`src/fbadd_pkg.sv`:
```
// constants and types shared by the 4-bit addition block
`default_nettype none
package fbadd_pkg;
  localparam int unsigned NIB_W     = 4;
  localparam int unsigned SUM_W     = NIB_W + 1;
  localparam logic [NIB_W-1:0] ACC_RST = 4'h0;
  localparam logic             CARRY_RST = 1'b0;
  localparam logic             SKIP_RST  = 1'b0;

  // operation select presented by the instruction decoder
  typedef enum logic [1:0]
  {
    FBADD_OP_NONE,
    FBADD_OP_IMM,
    FBADD_OP_MEM,
    FBADD_OP_MEMC
  } fbadd_op_type;
endpackage
`default_nettype wire

```
`src/fbadd_if.sv`:
```
// interface between the control top and the adder core
`timescale 1ns/1ns
`default_nettype none
interface fbadd_if;
  import fbadd_pkg::*;
  logic [NIB_W-1:0] opA;
  logic [NIB_W-1:0] opB;
  logic             carryIn;
  logic [NIB_W-1:0] sum;
  logic             carryOut;
  modport ctrl (output opA, output opB, output carryIn,
                input sum, input carryOut);
  modport core (input opA, input opB, input carryIn,
                output sum, output carryOut);
endinterface
`default_nettype wire

```
`src/fbadd_core.sv`:
```
// 4-bit adder with carry in and carry out
`timescale 1ns/1ns
`default_nettype none
module fbadd_core
  import fbadd_pkg::*;
(
  fbadd_if.core bus
);
  logic [SUM_W-1:0] wide;

  // carry out is the bit above the top accumulator bit
  always_comb
  begin
    wide = {1'b0, bus.opA} + {1'b0, bus.opB} + {{NIB_W{1'b0}}, bus.carryIn};
    bus.sum      = wide[NIB_W-1:0];
    bus.carryOut = wide[NIB_W];
  end
endmodule
`default_nettype wire

```
`src/fbadd_top.sv`:
```
// accumulator, carry flag and skip logic for the addition instructions
`timescale 1ns/1ns
`default_nettype none
////////////////////////////////////////////////////////////////////////
// Function
// - immediate 0..15 added to accumulator, one cycle
// - immediate add keeps carry flag unchanged
// - immediate add without overflow skips next
// - immediate add with overflow executes next
// - memory add into accumulator, carry unchanged
// - memory plus carry add updates carry flag
module fbadd_top
  import fbadd_pkg::*;
(
  input  wire logic             ref_clk,
  input  wire logic             nrst,
  input  wire fbadd_op_type     opSel,
  input  wire logic [NIB_W-1:0] immValue,
  input  wire logic [NIB_W-1:0] memNibble,
  output var  logic [NIB_W-1:0] accOut,
  output var  logic             carry_flag,
  output var  logic             skipNext
);
  //////////////////////////////////////////////////////////////////////
  // behaviour in brief:
  //   one add is taken at each rising edge where opSel is not NONE
  //   the accumulator keeps the low nibble of the sum
  //   only the add with carry reads or writes the carry flag
  //   only the immediate add may ask the sequencer to skip
  //   results show right after the edge that takes the add
  //   back to back adds are allowed; NONE holds the accumulator and carry flag and clears the skip register

  // shared adder: operand steering here, arithmetic in uCore
  fbadd_if addBus ();

  // decoded operation strobes, at most one of opIsImm, opIsMem, opIsMemc high; opIsAdd is their OR
  logic             opIsImm;
  logic             opIsMem;
  logic             opIsMemc;
  logic             opIsAdd;

  // accumulator state
  logic [NIB_W-1:0] acc_q;
  logic [NIB_W-1:0] acc_d;

  // carry flag state
  logic             carry_q;
  logic             carry_d;

  // skip request state
  logic             skip_q;
  logic             skip_d;

  // adder results as used by the state logic
  logic [NIB_W-1:0] addResult;
  logic             addOverflow;

  //////////////////////////////////////////////////////////////////////
  // the adder is kept apart so the carry chain can be swapped alone
  fbadd_core uCore
  (
    .bus (addBus.core)
  );

  //////////////////////////////////////////////////////////////////////
  // operation decode; NONE leaves the accumulator and carry flag as they are and clears the skip register
  always_comb
  begin
    opIsImm  = 1'b0;
    opIsMem  = 1'b0;
    opIsMemc = 1'b0;
    case (opSel)
      FBADD_OP_IMM:
      begin
        opIsImm = 1'b1;
      end
      FBADD_OP_MEM:
      begin
        opIsMem = 1'b1;
      end
      FBADD_OP_MEMC:
      begin
        opIsMemc = 1'b1;
      end
      default:
      begin
        opIsImm  = 1'b0;
        opIsMem  = 1'b0;
        opIsMemc = 1'b0;
      end
    endcase
  end

  // every one of the three adds writes the accumulator
  assign opIsAdd = opIsImm | opIsMem | opIsMemc;

  //////////////////////////////////////////////////////////////////////
  // operand steering; memNibble is the nibble the data_pointer selects
  // the carry input stays low unless the add with carry is chosen
  always_comb
  begin
    addBus.opA     = acc_q;
    addBus.opB     = memNibble;
    addBus.carryIn = 1'b0;
    case (opSel)
      FBADD_OP_IMM:
      begin
        addBus.opB = immValue;
      end
      FBADD_OP_MEM:
      begin
        addBus.opB = memNibble;
      end
      FBADD_OP_MEMC:
      begin
        addBus.opB     = memNibble;
        addBus.carryIn = carry_q;
      end
      default:
      begin
        addBus.opB     = memNibble;
        addBus.carryIn = 1'b0;
      end
    endcase
  end

  // low nibble of the sum and the carry out of the top bit
  assign addResult   = addBus.sum;
  assign addOverflow = addBus.carryOut;

  //////////////////////////////////////////////////////////////////////
  // accumulator next value; any add writes it, NONE holds it
  always_comb
  begin
    acc_d = acc_q;
    if (opIsAdd)
    begin
      acc_d = addResult;
    end
  end

  // accumulator register; cleared at once so the core starts at zero
  always_ff @(posedge ref_clk or negedge nrst)
  begin
    if (!nrst)
    begin
      acc_q <= ACC_RST;
    end
    else
    begin
      acc_q <= acc_d;
    end
  end

  //////////////////////////////////////////////////////////////////////
  // carry flag next value; only the add with carry may move it, so a
  // plain add never disturbs a carry chain the program is building
  always_comb
  begin
    carry_d = carry_q;
    case (opSel)
      FBADD_OP_IMM:
      begin
        carry_d = carry_q;
      end
      FBADD_OP_MEM:
      begin
        carry_d = carry_q;
      end
      FBADD_OP_MEMC:
      begin
        carry_d = addOverflow;
      end
      default:
      begin
        carry_d = carry_q;
      end
    endcase
  end

  // carry flag register
  always_ff @(posedge ref_clk or negedge nrst)
  begin
    if (!nrst)
    begin
      carry_q <= CARRY_RST;
    end
    else
    begin
      carry_q <= carry_d;
    end
  end

  //////////////////////////////////////////////////////////////////////
  // skip request; registered, so the sequencer sees it one cycle after
  // the add; the price is that it cannot act in the add's own cycle
  always_comb
  begin
    skip_d = 1'b0;
    if (opIsImm)
    begin
      skip_d = ~addOverflow;
    end
  end

  // skip register; a pulse of one cycle, dropped on the next edge unless another immediate add without overflow sets it again
  always_ff @(posedge ref_clk or negedge nrst)
  begin
    if (!nrst)
    begin
      skip_q <= SKIP_RST;
    end
    else
    begin
      skip_q <= skip_d;
    end
  end

  //////////////////////////////////////////////////////////////////////
  // outputs come straight from the registers
  assign accOut     = acc_q;
  assign carry_flag = carry_q;
  assign skipNext   = skip_q;
endmodule
`default_nettype wire

```
`config.mk`:
```
export PLATFORM = sky130hd
export DESIGN_NAME = fbadd_top
export DESIGN_NICKNAME = d
export VERILOG_FILES = /design/src/fbadd_pkg.sv /design/src/fbadd_if.sv /design/src/fbadd_core.sv /design/src/fbadd_top.sv
export SDC_FILE = /design/constraint.sdc
export NUM_CORES = 1
export LEC_CHECK = 0
export ABC_AREA = 1
export BUFFER_PORTS_ARGS = -buffer_cell sky130_fd_sc_hd__buf_2
export CORE_AREA = 5 5 42 44
export DETAILED_ROUTE_END_ITERATION = 8
export DIE_AREA = 0 0 47 49
export GPL_TIMING_DRIVEN = 1
export MAX_ROUTING_LAYER = met4
export PLACE_DENSITY_LB_ADDON = 0.12
export SYNTH_ARGS = -nofsm -noshare
export SYNTH_HDL_FRONTEND = slang
export SYNTH_SLANG_ARGS = --single-unit
```
`constraint.sdc`:
```
create_clock -name ref_clk -period 5.1 [get_ports ref_clk]
set_input_delay 0 -clock ref_clk [delete_from_list [all_inputs] [get_ports ref_clk]]
set_output_delay 0 -clock ref_clk [all_outputs]
set_load 0.01 [all_outputs]
```
==> results.md, run 1 <==
* Status: complete, no violations
* Worst skew pair latency at 0.24 ns
* H-tree depth at 1
* TNS Setup at 0 ns
* Cell area after layout at 579 sq um
* Hpwl dp at 876 um
* Final net count at 100
* Worst slew margin at 0.856
* Clock Sinks at 6
* Max-cap violation count at 0
* DRT iter0 DRCs at 8
* Critical path arrival at 1.95 ns
* Final Cycle Share at 0.357
* # DRC at 0
* Antenna cells at 0
* Die footprint at 2300 sq um
* Number of buffers created by CTS at 3
* Synth warn at 0
* Largest net degree at the start of global routing at 8
* Setup CP Type: flop to flop
* Worst hold path class: input port to flop
* 1st-pass router iterations at 4
* GRT Resource Usage Total at 0.103
* Yosys reg bits at 6
* VDD IR max at 0.202 mV
* Post-route ant nets at 0
* Clock Path Buffers at 2
* Pwr Density at 488 nW/um^2
* CTS tree: done
* CP max FO at 3
* Die boundary height at 49 um
* Syn Area/Cell at 7.36 sq um
* Synth top area cells: dfrtp_1 (34%), nand2_1 (22%), fa_1 (9.1%)
* F_max at 549 MHz
* Leakage at 0.332 nW
* Post-CTS Resized at 0
* Core box area at 1400 sq um
* CTS Hold Bufs at 1
* Fraction of layout cells with a size suffix above 1 at 0.309
* Crit. End Element: flop
* Critical Path Start Type: flop
* RSZ-0062 raised after global routing: false
* Post-synth top area cell: dfrtp_1
* WL per Instance at 10.6 um
* Total nets after synthesis at 77
* Req. time, crit path at 5.22 ns
* # IOs at 18
* Row count at 14
* Die X at 47 um
* DP Area at 547 sq um
* Grt ovf at 0
* Worst slew pin tran at 0.216 ns
* Pins Over Slew Limit at 0
* Via count at 457
* Setup violations, final at 0
* Post-Synthesis Cells at 60
* Netlist cell types at 13
* Hold Vio Cnt, Final at 0
* Wirelength, routed at 1030 um
* Vias in the first global route at 438
* First-pass GRT wire length at 1690 um
* Number of antenna violations at the first check in global routing at 0
* Root Buffer: clkbuf_4
* PortBufs at 17
* GPL Wtd Cong at 0.795
* Post-CTS Setup Inserts at 0
* Initial Util at 0.315
* Layout Skew at 0.00173 ns
* Total power at 0.283 mW
* Area fraction of the dominant cell type after synthesis at 0.340
* Min cycle time layout at 1.82 ns
* Post-synthesis sequential area ratio at 0.340
* Via/cell ratio at 4.71
* Mapped Area at 442 sq um
* Area growth syn-to-layout at 31.2%
* CTS clk-pin slew, worst paths at 0.04 ns
-- metal layers --
| metal | GRT usage | vias to the layer above | share of wire |
|---|---|---|---|
| met3 | 0.0480 | 2 | 0.071 |
| li1 | - | 233 | - |
| met1 | 0.117 | 204 | 0.41 |
| met5 | - | - | 0 |
| met2 | 0.154 | 18 | 0.51 |
| met4 | 0.0369 | 0 | 0.0088 |
-- sequential cells by signal (all words and copies together) (netlist names) --
signal      flops
accOut          4
skipNext        1
carry_flag      1
-- worst paths after layout --
path	start	to	slack [ns]	cells after the start
min reg2reg	carry_flag	carry_flag	0.51	2
max in group asynchronous	nrst	accOut[3]	4.84	2
max	carry_flag	carry_flag	3.28	8
min in group asynchronous	nrst	accOut[0]	0.12	2
max reg2reg	carry_flag	carry_flag	3.28	8
min	opSel[1]	accOut[1]	0.08	4
-- cell usage in the layout, fill, tap and decap left out --
| cell | Yosys | routed |
|---|---|---|
| ha_1 | 3 | 3 |
| dfrtp_1 | 6 | 6 |
| nand3_1 | 8 | 8 |
| nor2_1 | 3 | 3 |
| inv_2 | 2 | 2 |
| fa_1 | 2 | 2 |
| nor2_2 | 1 | 1 |
| a211oi_2 | 1 | 1 |
| a21oi_1 | 2 | 2 |
| dlygate4sd3_1 | 0 | 1 |
| buf_2 | 0 | 17 |
| nand2_1 | 26 | 26 |
| o21ai_2 | 1 | 1 |
| clkbuf_4 | 0 | 3 |
| inv_1 | 4 | 4 |
| o21ai_1 | 1 | 1 |
-- cell type report --
class,count,area [sq um]
Timing Repair Buffer,18,95.1
Fill cell,158,822
Multi-Input combinational cell,48,269
Inverter,6,22.5
Clock buffer,3,22.5
Sequential cell,6,150
Tap cell,16,20.0
-- critical path, cell delays in order, from the launching register on --
cell     delay (ns)
dfrtp_1        0.38
inv_1          0.06
nor2_1         0.05
fa_1           0.43
fa_1           0.40
nand2_1        0.11
nand2_1        0.09
a21oi_1        0.13
o21ai_1        0.07
-- where the power goes --
part | switching, mW | total (mW) | internal (mW)
clock | 0.0159 | 0.0424 | 0.0265
sequential | 0.0210 | 0.0905 | 0.0695
combinational | 0.0852 | 0.150 | 0.0645
-- cell families (layout without fill, tap and decap cells) --
logic type / count (synthesis) / in the layout / share of synthesized area
compound gates: 5 / 5 / 0.0821
fa+ha+maj: 5 / 5 / 0.176
buf+inv: 6 / 27 / 0.0510
flops: 6 / 6 / 0.340
simple gates: 38 / 38 / 0.351
-- through the flow --
stage | hold slack [ns] | std cells | util | setup slack (ns)
finish | 0.0768 | 97 | 0.413 | 3.28
CTS | 0.0710 | 97 | 0.413 | 3.28
detailed placement | -0.171 | 93 | 0.390 | 3.23
floorplan | -0.296 | 60 | - | 3.35
global placement | -0.170 | 93 | 0.390 | 3.26
global route | 0.0998 | 97 | 0.413 | 3.13
-- Yosys cell counts --
cell type,number
o21ai_1,1
ha_1,3
fa_1,2
o21ai_2,1
dfrtp_1,6
a21oi_1,2
inv_1,4
nor2_1,3
inv_2,2
nand2_1,26
nor2_2,1
a211oi_2,1
nand3_1,8
Power figures use the tool's default switching activity.
==> run 2, diff against run 1 <==
--- a/config.mk
+++ b/config.mk
@@ -5,7 +5,7 @@
 export SDC_FILE = /design/constraint.sdc
 export NUM_CORES = 1
 export LEC_CHECK = 0
-export ABC_AREA = 1
+export ABC_AREA = 0
 export BUFFER_PORTS_ARGS = -buffer_cell sky130_fd_sc_hd__buf_2
 export CORE_AREA = 5 5 42 44
 export DETAILED_ROUTE_END_ITERATION = 8
==> constraint.sdc (replaced) <==
create_clock -name ref_clk -period 1.75 [get_ports ref_clk]
set_input_delay 0 -clock ref_clk [delete_from_list [all_inputs] [get_ports ref_clk]]
set_output_delay 0 -clock ref_clk [all_outputs]
set_load 0.01 [all_outputs]
==> run 2 against run 1 <==
Via count down 23%. Synthesized cell count down 43%. First-iteration DRC count down 88%. Maximum frequency up 4.4%. Sequential share of layout area down 1.3 points. Critical endpoint is now accOut[2].
==> results.md, run 2 <==
* Post-synth top area cell: dfrtp_1
* Final Cycle Share at 0.997 (+0.639)
* Wirelength, routed at 883 um (-14%)
* Die boundary height at 49 um (unchanged)
* Status: complete, no violations
* Worst slew pin tran at 0.168 ns (-0.0477 ns)
* Hpwl dp at 721 um (-18%)
* Synth top area cells: dfrtp_1 (36%), mux2_4 (14%), fa_1 (9.5%)
* TNS Setup at 0 ns (unchanged)
* Die footprint at 2300 sq um (unchanged)
* FF-to-FF path depth at 6 (-2)
* Critical Path Start Type: flop
* Hold path depth at 3 (-1)
* Die X at 47 um (unchanged)
* Largest net degree at the start of global routing at 7 (-1)
* Via count at 350 (-23%)
* H-tree depth at 1 (unchanged)
* Post-synth EDFFs at 0 (unchanged)
* Setup violations, final at 0 (unchanged)
* Core box area at 1400 sq um (unchanged)
* Worst path most repeated cell: fa_2
* Slowest-stage cell, CP: fa_2
* Mapped Area at 422 sq um (-4.5%)
* Syn Area/Cell at 12.4 sq um (+68%)
* Worst-path cell chain: and3_4, fa_2, fa_2, buf_4, xnor2_1, o21ai_1
* Most frequent cell after synthesis: dfrtp_1
* First-pass GRT wire length at 1520 um (-9.8%)
* Total nets after synthesis at 51 (-34%)
* Leakage at 0.307 nW (-7.6%)
* Post-Synthesis Cells at 34 (-43%)
* CTS clk-pin slew, worst paths at 0.05 ns (about the same)
* Number of buffers created by CTS at 3 (unchanged)
* Number of antenna violations at the first check in global routing at 0 (unchanged)
* F_max at 573 MHz (+4.4%)
* CTS tree: done
* Yosys reg bits at 6 (unchanged)
* VDD IR max at 0.638 mV (+220%)
* CP max FO at 2 (-1)
* Dpl ws at -0.0431 ns (-3.27 ns)
* Min cycle time layout at 1.74 ns (-0.0773 ns)
* Critical path arrival at 1.87 ns (-0.08 ns)
* Setup CP Type: flop to flop
* Pwr Density at 1360 nW/um^2 (+180%)
* Grt ovf at 0 (unchanged)
* Most common cell after layout, fill and taps aside: buf_2
* Pins Over Slew Limit at 0 (unchanged)
* Max reg flops at 4 (unchanged)
* Antenna cells at 0 (unchanged)
* Max-cap violation count at 0 (unchanged)
* Vias in the first global route at 375 (-14%)
* RSZ-0062 raised after global routing: true
* Worst hold path class: input port to flop
* Total power at 0.828 mW (+190%)
* Post-synthesis sequential area ratio at 0.356 (+0.0161)
* Area growth syn-to-layout at 44.5%
* Req. time, crit path at 1.87 ns (-3.35 ns)
* Netlist cell types at 18 (+5)
* Fraction of layout cells with a size suffix above 1 at 0.617 (+0.308)
* WL per Instance at 11.6 um (+9.8%)
* Clock Path Buffers at 2 (unchanged)
* 1st-pass router iterations at 2 (-2)
* # fillers at 151 (-4.4%)
* Worst slew margin at 0.888 (+0.0317)
* # DRC at 0 (unchanged)
* Hold Vio Cnt, Final at 0 (unchanged)
* Final net count at 79 (-21%)
* GPL Wtd Cong at 0.691 (-13%)
* Most frequent cells in the layout: buf_2 (17), dfrtp_1 (6), buf_4 (5), mux2_4 (4)
* Crit. End Element: flop
* # IOs at 18 (unchanged)
* Post-route ant nets at 0 (unchanged)
* Via/cell ratio at 4.61 (-2.3%)
* DRT iter0 DRCs at 1 (-7)
* Layout Skew at 0.00248 ns (+0.000749 ns)
* Synth warn at 0 (unchanged)
* Post-synth top cells: dfrtp_1 (6), mux2_4 (4), a21oi_1 (3), ha_1 (3)
* Async S/R FF share, synth at 1.00 (unchanged)
* Area fraction of the dominant cell type after synthesis at 0.356 (+0.0161)
* Final worst setup slack at 0.00603 ns (-3.27 ns)
* Synth Flop Type: dfrtp_1
* PortBufs at 17 (unchanged)
* Worst path max stage delay at 0.38 ns (-0.05 ns)
* Clock Sinks at 6 (unchanged)
* Initial Util at 0.301 (-0.0143)
* GRT Resource Usage Total at 0.0961 (-0.00662)
* Root Buffer: clkbuf_4
* Worst skew pair latency at 0.24 ns (about the same)
* Row count at 14 (unchanged)
-- run 2: final timing paths --
| path | from | end | slack [ns] |
|---|---|---|---|
| worst min register to register | accOut[3] | accOut[3] | 0.52 |
| worst max-delay path | carry_flag | accOut[2] | 0.006 |
| worst max register to register | carry_flag | accOut[2] | 0.006 |
| max in group asynchronous | nrst | accOut[2] | 1.50 |
| worst min-delay path | opSel[1] | carry_flag | 0.09 |
| min in group asynchronous | nrst | carry_flag | 0.11 |
-- run 2: cell families (layout without fill, tap and decap cells) --
logic type               Yosys count  after routing  share of synthesized area
AND/OR/NAND/NOR                    8              8                      0.131
AO/OA/AOI/OAI                      7              7                     0.0920
multiplexers                       6              6                      0.196
flip-flops                         6              6                      0.356
adder cells (fa/ha/maj)            5              5                      0.184
XOR/XNOR                           2              2                     0.0416
buffers and inverters              0             26                          0
-- run 2: repair_timing --
item                                    in CTS  in global routing
pin swaps                                    1                  2
endpoints found under the setup margin       1                  2
gates cloned                                 0                  0
setup buffers                                0                  1
hold buffers                                 1                  0
hold endpoints to repair                     6                  0
gates resized for setup                      0                  1
-- run 2: per-stage QoR --
step	instances	cell area [sq um]	util	hold slack (ns)
finish	76	609	0.435	0.0936
global route	76	609	0.435	0.0943
CTS	75	602	0.429	0.0846
detailed placement	71	569	0.406	-0.163
global placement	71	569	0.406	-0.157
floorplan	34	434	-	-0.296
-- run 2: final cells by class --
type / count / area, sq um / area share
clock buffers: 3 / 22.5 / 0.0370
multi-input cells: 28 / 284 / 0.466
flip-flops and latches: 6 / 150 / 0.246
well taps: 16 / 20.0 / 0.0329
repair buffers: 23 / 133 / 0.218
-- run 2: worst max-delay path, delay by kind of cell, from the launching register on --
kind | cells | cell delay (ns)
compound gates | 1 | 0.08
xor+xnor | 1 | 0.13
fa+ha+maj | 2 | 0.74
buf+inv | 1 | 0.15
flops | 1 | 0.37
simple gates | 1 | 0.15
-- run 2: metal layers --
metal,GRT usage,wire [um]
met5,-,0
met4,0.0138,6
met1,0.106,346
met3,0.0664,83
met2,0.145,447
-- run 2: power breakdown --
part / leakage (nW) / internal, mW / switching (mW) / total, mW
clock: 0.0138 / 0.0777 / 0.0516 / 0.129
sequential: 0.0718 / 0.203 / 0.0523 / 0.256
combinational: 0.221 / 0.243 / 0.201 / 0.443
total: 0.307 / 0.524 / 0.305 / 0.828
==> run 3, diff against run 2 <==
--- a/config.mk
+++ b/config.mk
@@ -12,7 +12,7 @@
 export DIE_AREA = 0 0 47 49
 export GPL_TIMING_DRIVEN = 1
 export MAX_ROUTING_LAYER = met4
-export PLACE_DENSITY_LB_ADDON = 0.12
+export PLACE_DENSITY = 0.64
 export SYNTH_ARGS = -nofsm -noshare
 export SYNTH_HDL_FRONTEND = slang
 export SYNTH_SLANG_ARGS = --single-unit
==> run 3 against run 2 <==
Worst hold slack improved by 0.0091 ns. Critical path type unchanged. Non-clock buffer count stayed put. Sequential share of layout area unchanged. Highest routed layer is now met3. Sequential power barely moved. Clock skew about the same.
==> results.md, run 3 (synthesis results as in run 2) <==
* Number of buffers created by CTS at 3 (unchanged)
* Most common cell after layout, fill and taps aside: buf_2
* Max-cap violation count at 0 (unchanged)
* CTS tree: done
* Fraction of layout cells with a size suffix above 1 at 0.617 (unchanged)
* First-pass GRT wire length at 1470 um (-3.6%)
* Layout Skew at 0.00278 ns (+0.000298 ns)
* Wirelength, routed at 858 um (-2.8%)
* Part of the power in registers at 0.312 (+0.003)
* Hold Slack at 0.103 ns (+0.00907 ns)
* Most frequent cells in the layout: buf_2 (17), dfrtp_1 (6), buf_4 (5), mux2_4 (4)
* Final Util at 0.435 (unchanged)
* Critical register-to-register path startpoint: carry_flag
* Final net count at 79 (unchanged)
* Hold Vio Cnt, Final at 0 (unchanged)
* Row count at 14 (unchanged)
* RSZ-0062 raised after global routing: true
* Via/cell ratio at 4.70 (+2.0%)
* # DRC at 0 (unchanged)
* Grt ovf at 0 (unchanged)
* GPL Wtd Cong at 0.711 (+2.8%)
* Pins Over Slew Limit at 0 (unchanged)
* Min cycle time layout at 1.73 ns (-0.0124 ns)
* Die X at 47 um (unchanged)
* 1st-pass router iterations at 2 (unchanged)
* TNS Setup at 0 ns (unchanged)
* Sw power at 0.303 mW (-0.40%)
* Sw frac at 0.367 (-0.000638)
* F_max at 578 MHz (+0.71%)
* H-tree depth at 1 (unchanged)
* Vias in the first global route at 344 (-8.3%)
* Worst path most repeated cell: fa_2
* Worst slew pin tran at 0.179 ns (+0.0107 ns)
* Worst path max stage delay at 0.37 ns (about the same)
* Worst-path cell chain: and3_4, fa_2, fa_2, a21oi_2, nor2b_1, nor2_1, a31oi_1
* Slowest-stage cell, CP: dfrtp_1
* Hpwl dp at 717 um (-0.58%)
* Clock network power share at 0.154 (-0.002)
* WP buf/inv at 0 (-1)
* CTS clk-pin slew, worst paths at 0.05 ns (about the same)
* Combinational Power Share at 0.535 (about the same)
* P_int at 0.523 mW (-0.12%)
* Post-Place Cells at 71 (unchanged)
* Post-route ant nets at 0 (unchanged)
* Worst skew pair latency at 0.24 ns (about the same)
* Req. time, crit path at 1.87 ns (about the same)
* Leakage at 0.307 nW (about the same)
* Die footprint at 2300 sq um (unchanged)
* Via count at 357 (+2.0%)
* Clock Path Buffers at 2 (unchanged)
* Initial Util at 0.301 (unchanged)
* Critical Path Start Type: flop
* Status: complete, no violations
* WL per Instance at 11.3 um (-2.8%)
* Antenna cells at 0 (unchanged)
* Core box area at 1400 sq um (unchanged)
* Largest net degree at the start of global routing at 7 (unchanged)
* Worst hold path class: input port to flop
* Worst slew margin at 0.881 (-0.00689)
* Die boundary height at 49 um (unchanged)
* Final Cycle Share at 0.989 (-0.00707)
* Hold Startpoint: opSel[1]
* VDD IR max at 0.691 mV (+8.3%)
* Critical path arrival at 1.85 ns (-0.02 ns)
* Number of antenna violations at the first check in global routing at 0 (unchanged)
* Max reg flops at 4 (unchanged)
* Final cell count without fillers at 76 (unchanged)
* CP max FO at 2 (unchanged)
* Crit. End Element: flop
* Clock Sinks at 6 (unchanged)
* Setup CP Type: flop to flop
* Pwr Density at 1360 nW/um^2 (-0.22%)
* Setup violations, final at 0 (unchanged)
* GRT Resource Usage Total at 0.0897 (-0.00642)
* PortBufs at 17 (unchanged)
* DRT iter0 DRCs at 5 (+4)
* Total power at 0.826 mW (-0.22%)
* # IOs at 18 (unchanged)
* # fillers at 154 (+2.0%)
* CP Launch Point: carry_flag
* Critical path's top delay family: adder cells
* Root Buffer: clkbuf_4
* Area growth syn-to-layout at 44.5% (unchanged)
-- run 3: cell counts in the layout (fill, tap and decap cells not counted) --
No cell type changed its count.
-- run 3: final timing paths --
path	end	slack, ns	cells after the start
setup reg to reg	carry_flag	0.02	7
hold reg to reg	accOut[3]	0.51	2
max in group asynchronous	carry_flag	1.48	2
hold / removal	carry_flag	0.10	3
setup / recovery	carry_flag	0.02	7
min in group asynchronous	accOut[2]	0.12	2
-- run 3: final cells by class --
class                      count  area, sq um  area share
multi-input combinational     28          284       0.466
sequential                     6          150       0.246
timing repair buffer          23          133       0.218
clock buffer                   3         22.5      0.0370
tap                           16         20.0      0.0329
-- run 3: metrics by stage --
stage | setup slack, ns | area [sq um]
after floorplan | -0.00909 | 434
after global placement | -0.0138 | 569
after detailed placement | -0.0818 | 569
after CTS | 0.00282 | 609
after global routing | -0.0917 | 609
final | 0.0184 | 609
-- run 3: layer usage --
metal	GRT usage	vias up	part of all wire
li1	-	178	-
met1	0.122	167	0.44
met2	0.120	12	0.47
met3	0.0258	0	0.092
met4	0.0415	0	0
met5	-	-	0
-- run 3: power by group through the flow --
| stage | Sequential (mW) | Combinational, mW | Clock [mW] |
|---|---|---|---|
| 2_1_floorplan | 0.287 | 0.255 | 0 |
| 3_3_place_gp | 0.257 | 0.418 | 0 |
| 3_5_place_dp | 0.260 | 0.433 | 0 |
| 4_1_cts | 0.258 | 0.449 | 0.134 |
| 5_1_grt | 0.268 | 0.502 | 0.143 |
| 6_report | 0.257 | 0.442 | 0.127 |
-- run 3: timing repair --
item                                    4_1_cts  5_1_grt
resized for setup                             0        1
buffers inserted                              1        0
pin swaps                                     2        0
endpoints found under the setup margin        1        2
hold buffers                                  1        0
cloned                                        0        0
endpoints found under the hold margin         6        0
-- run 3: worst min-delay path, cell delays in order --
cell and delay, ns:
buf_2 0.09, buf_4 0.13, a31oi_1 0.08
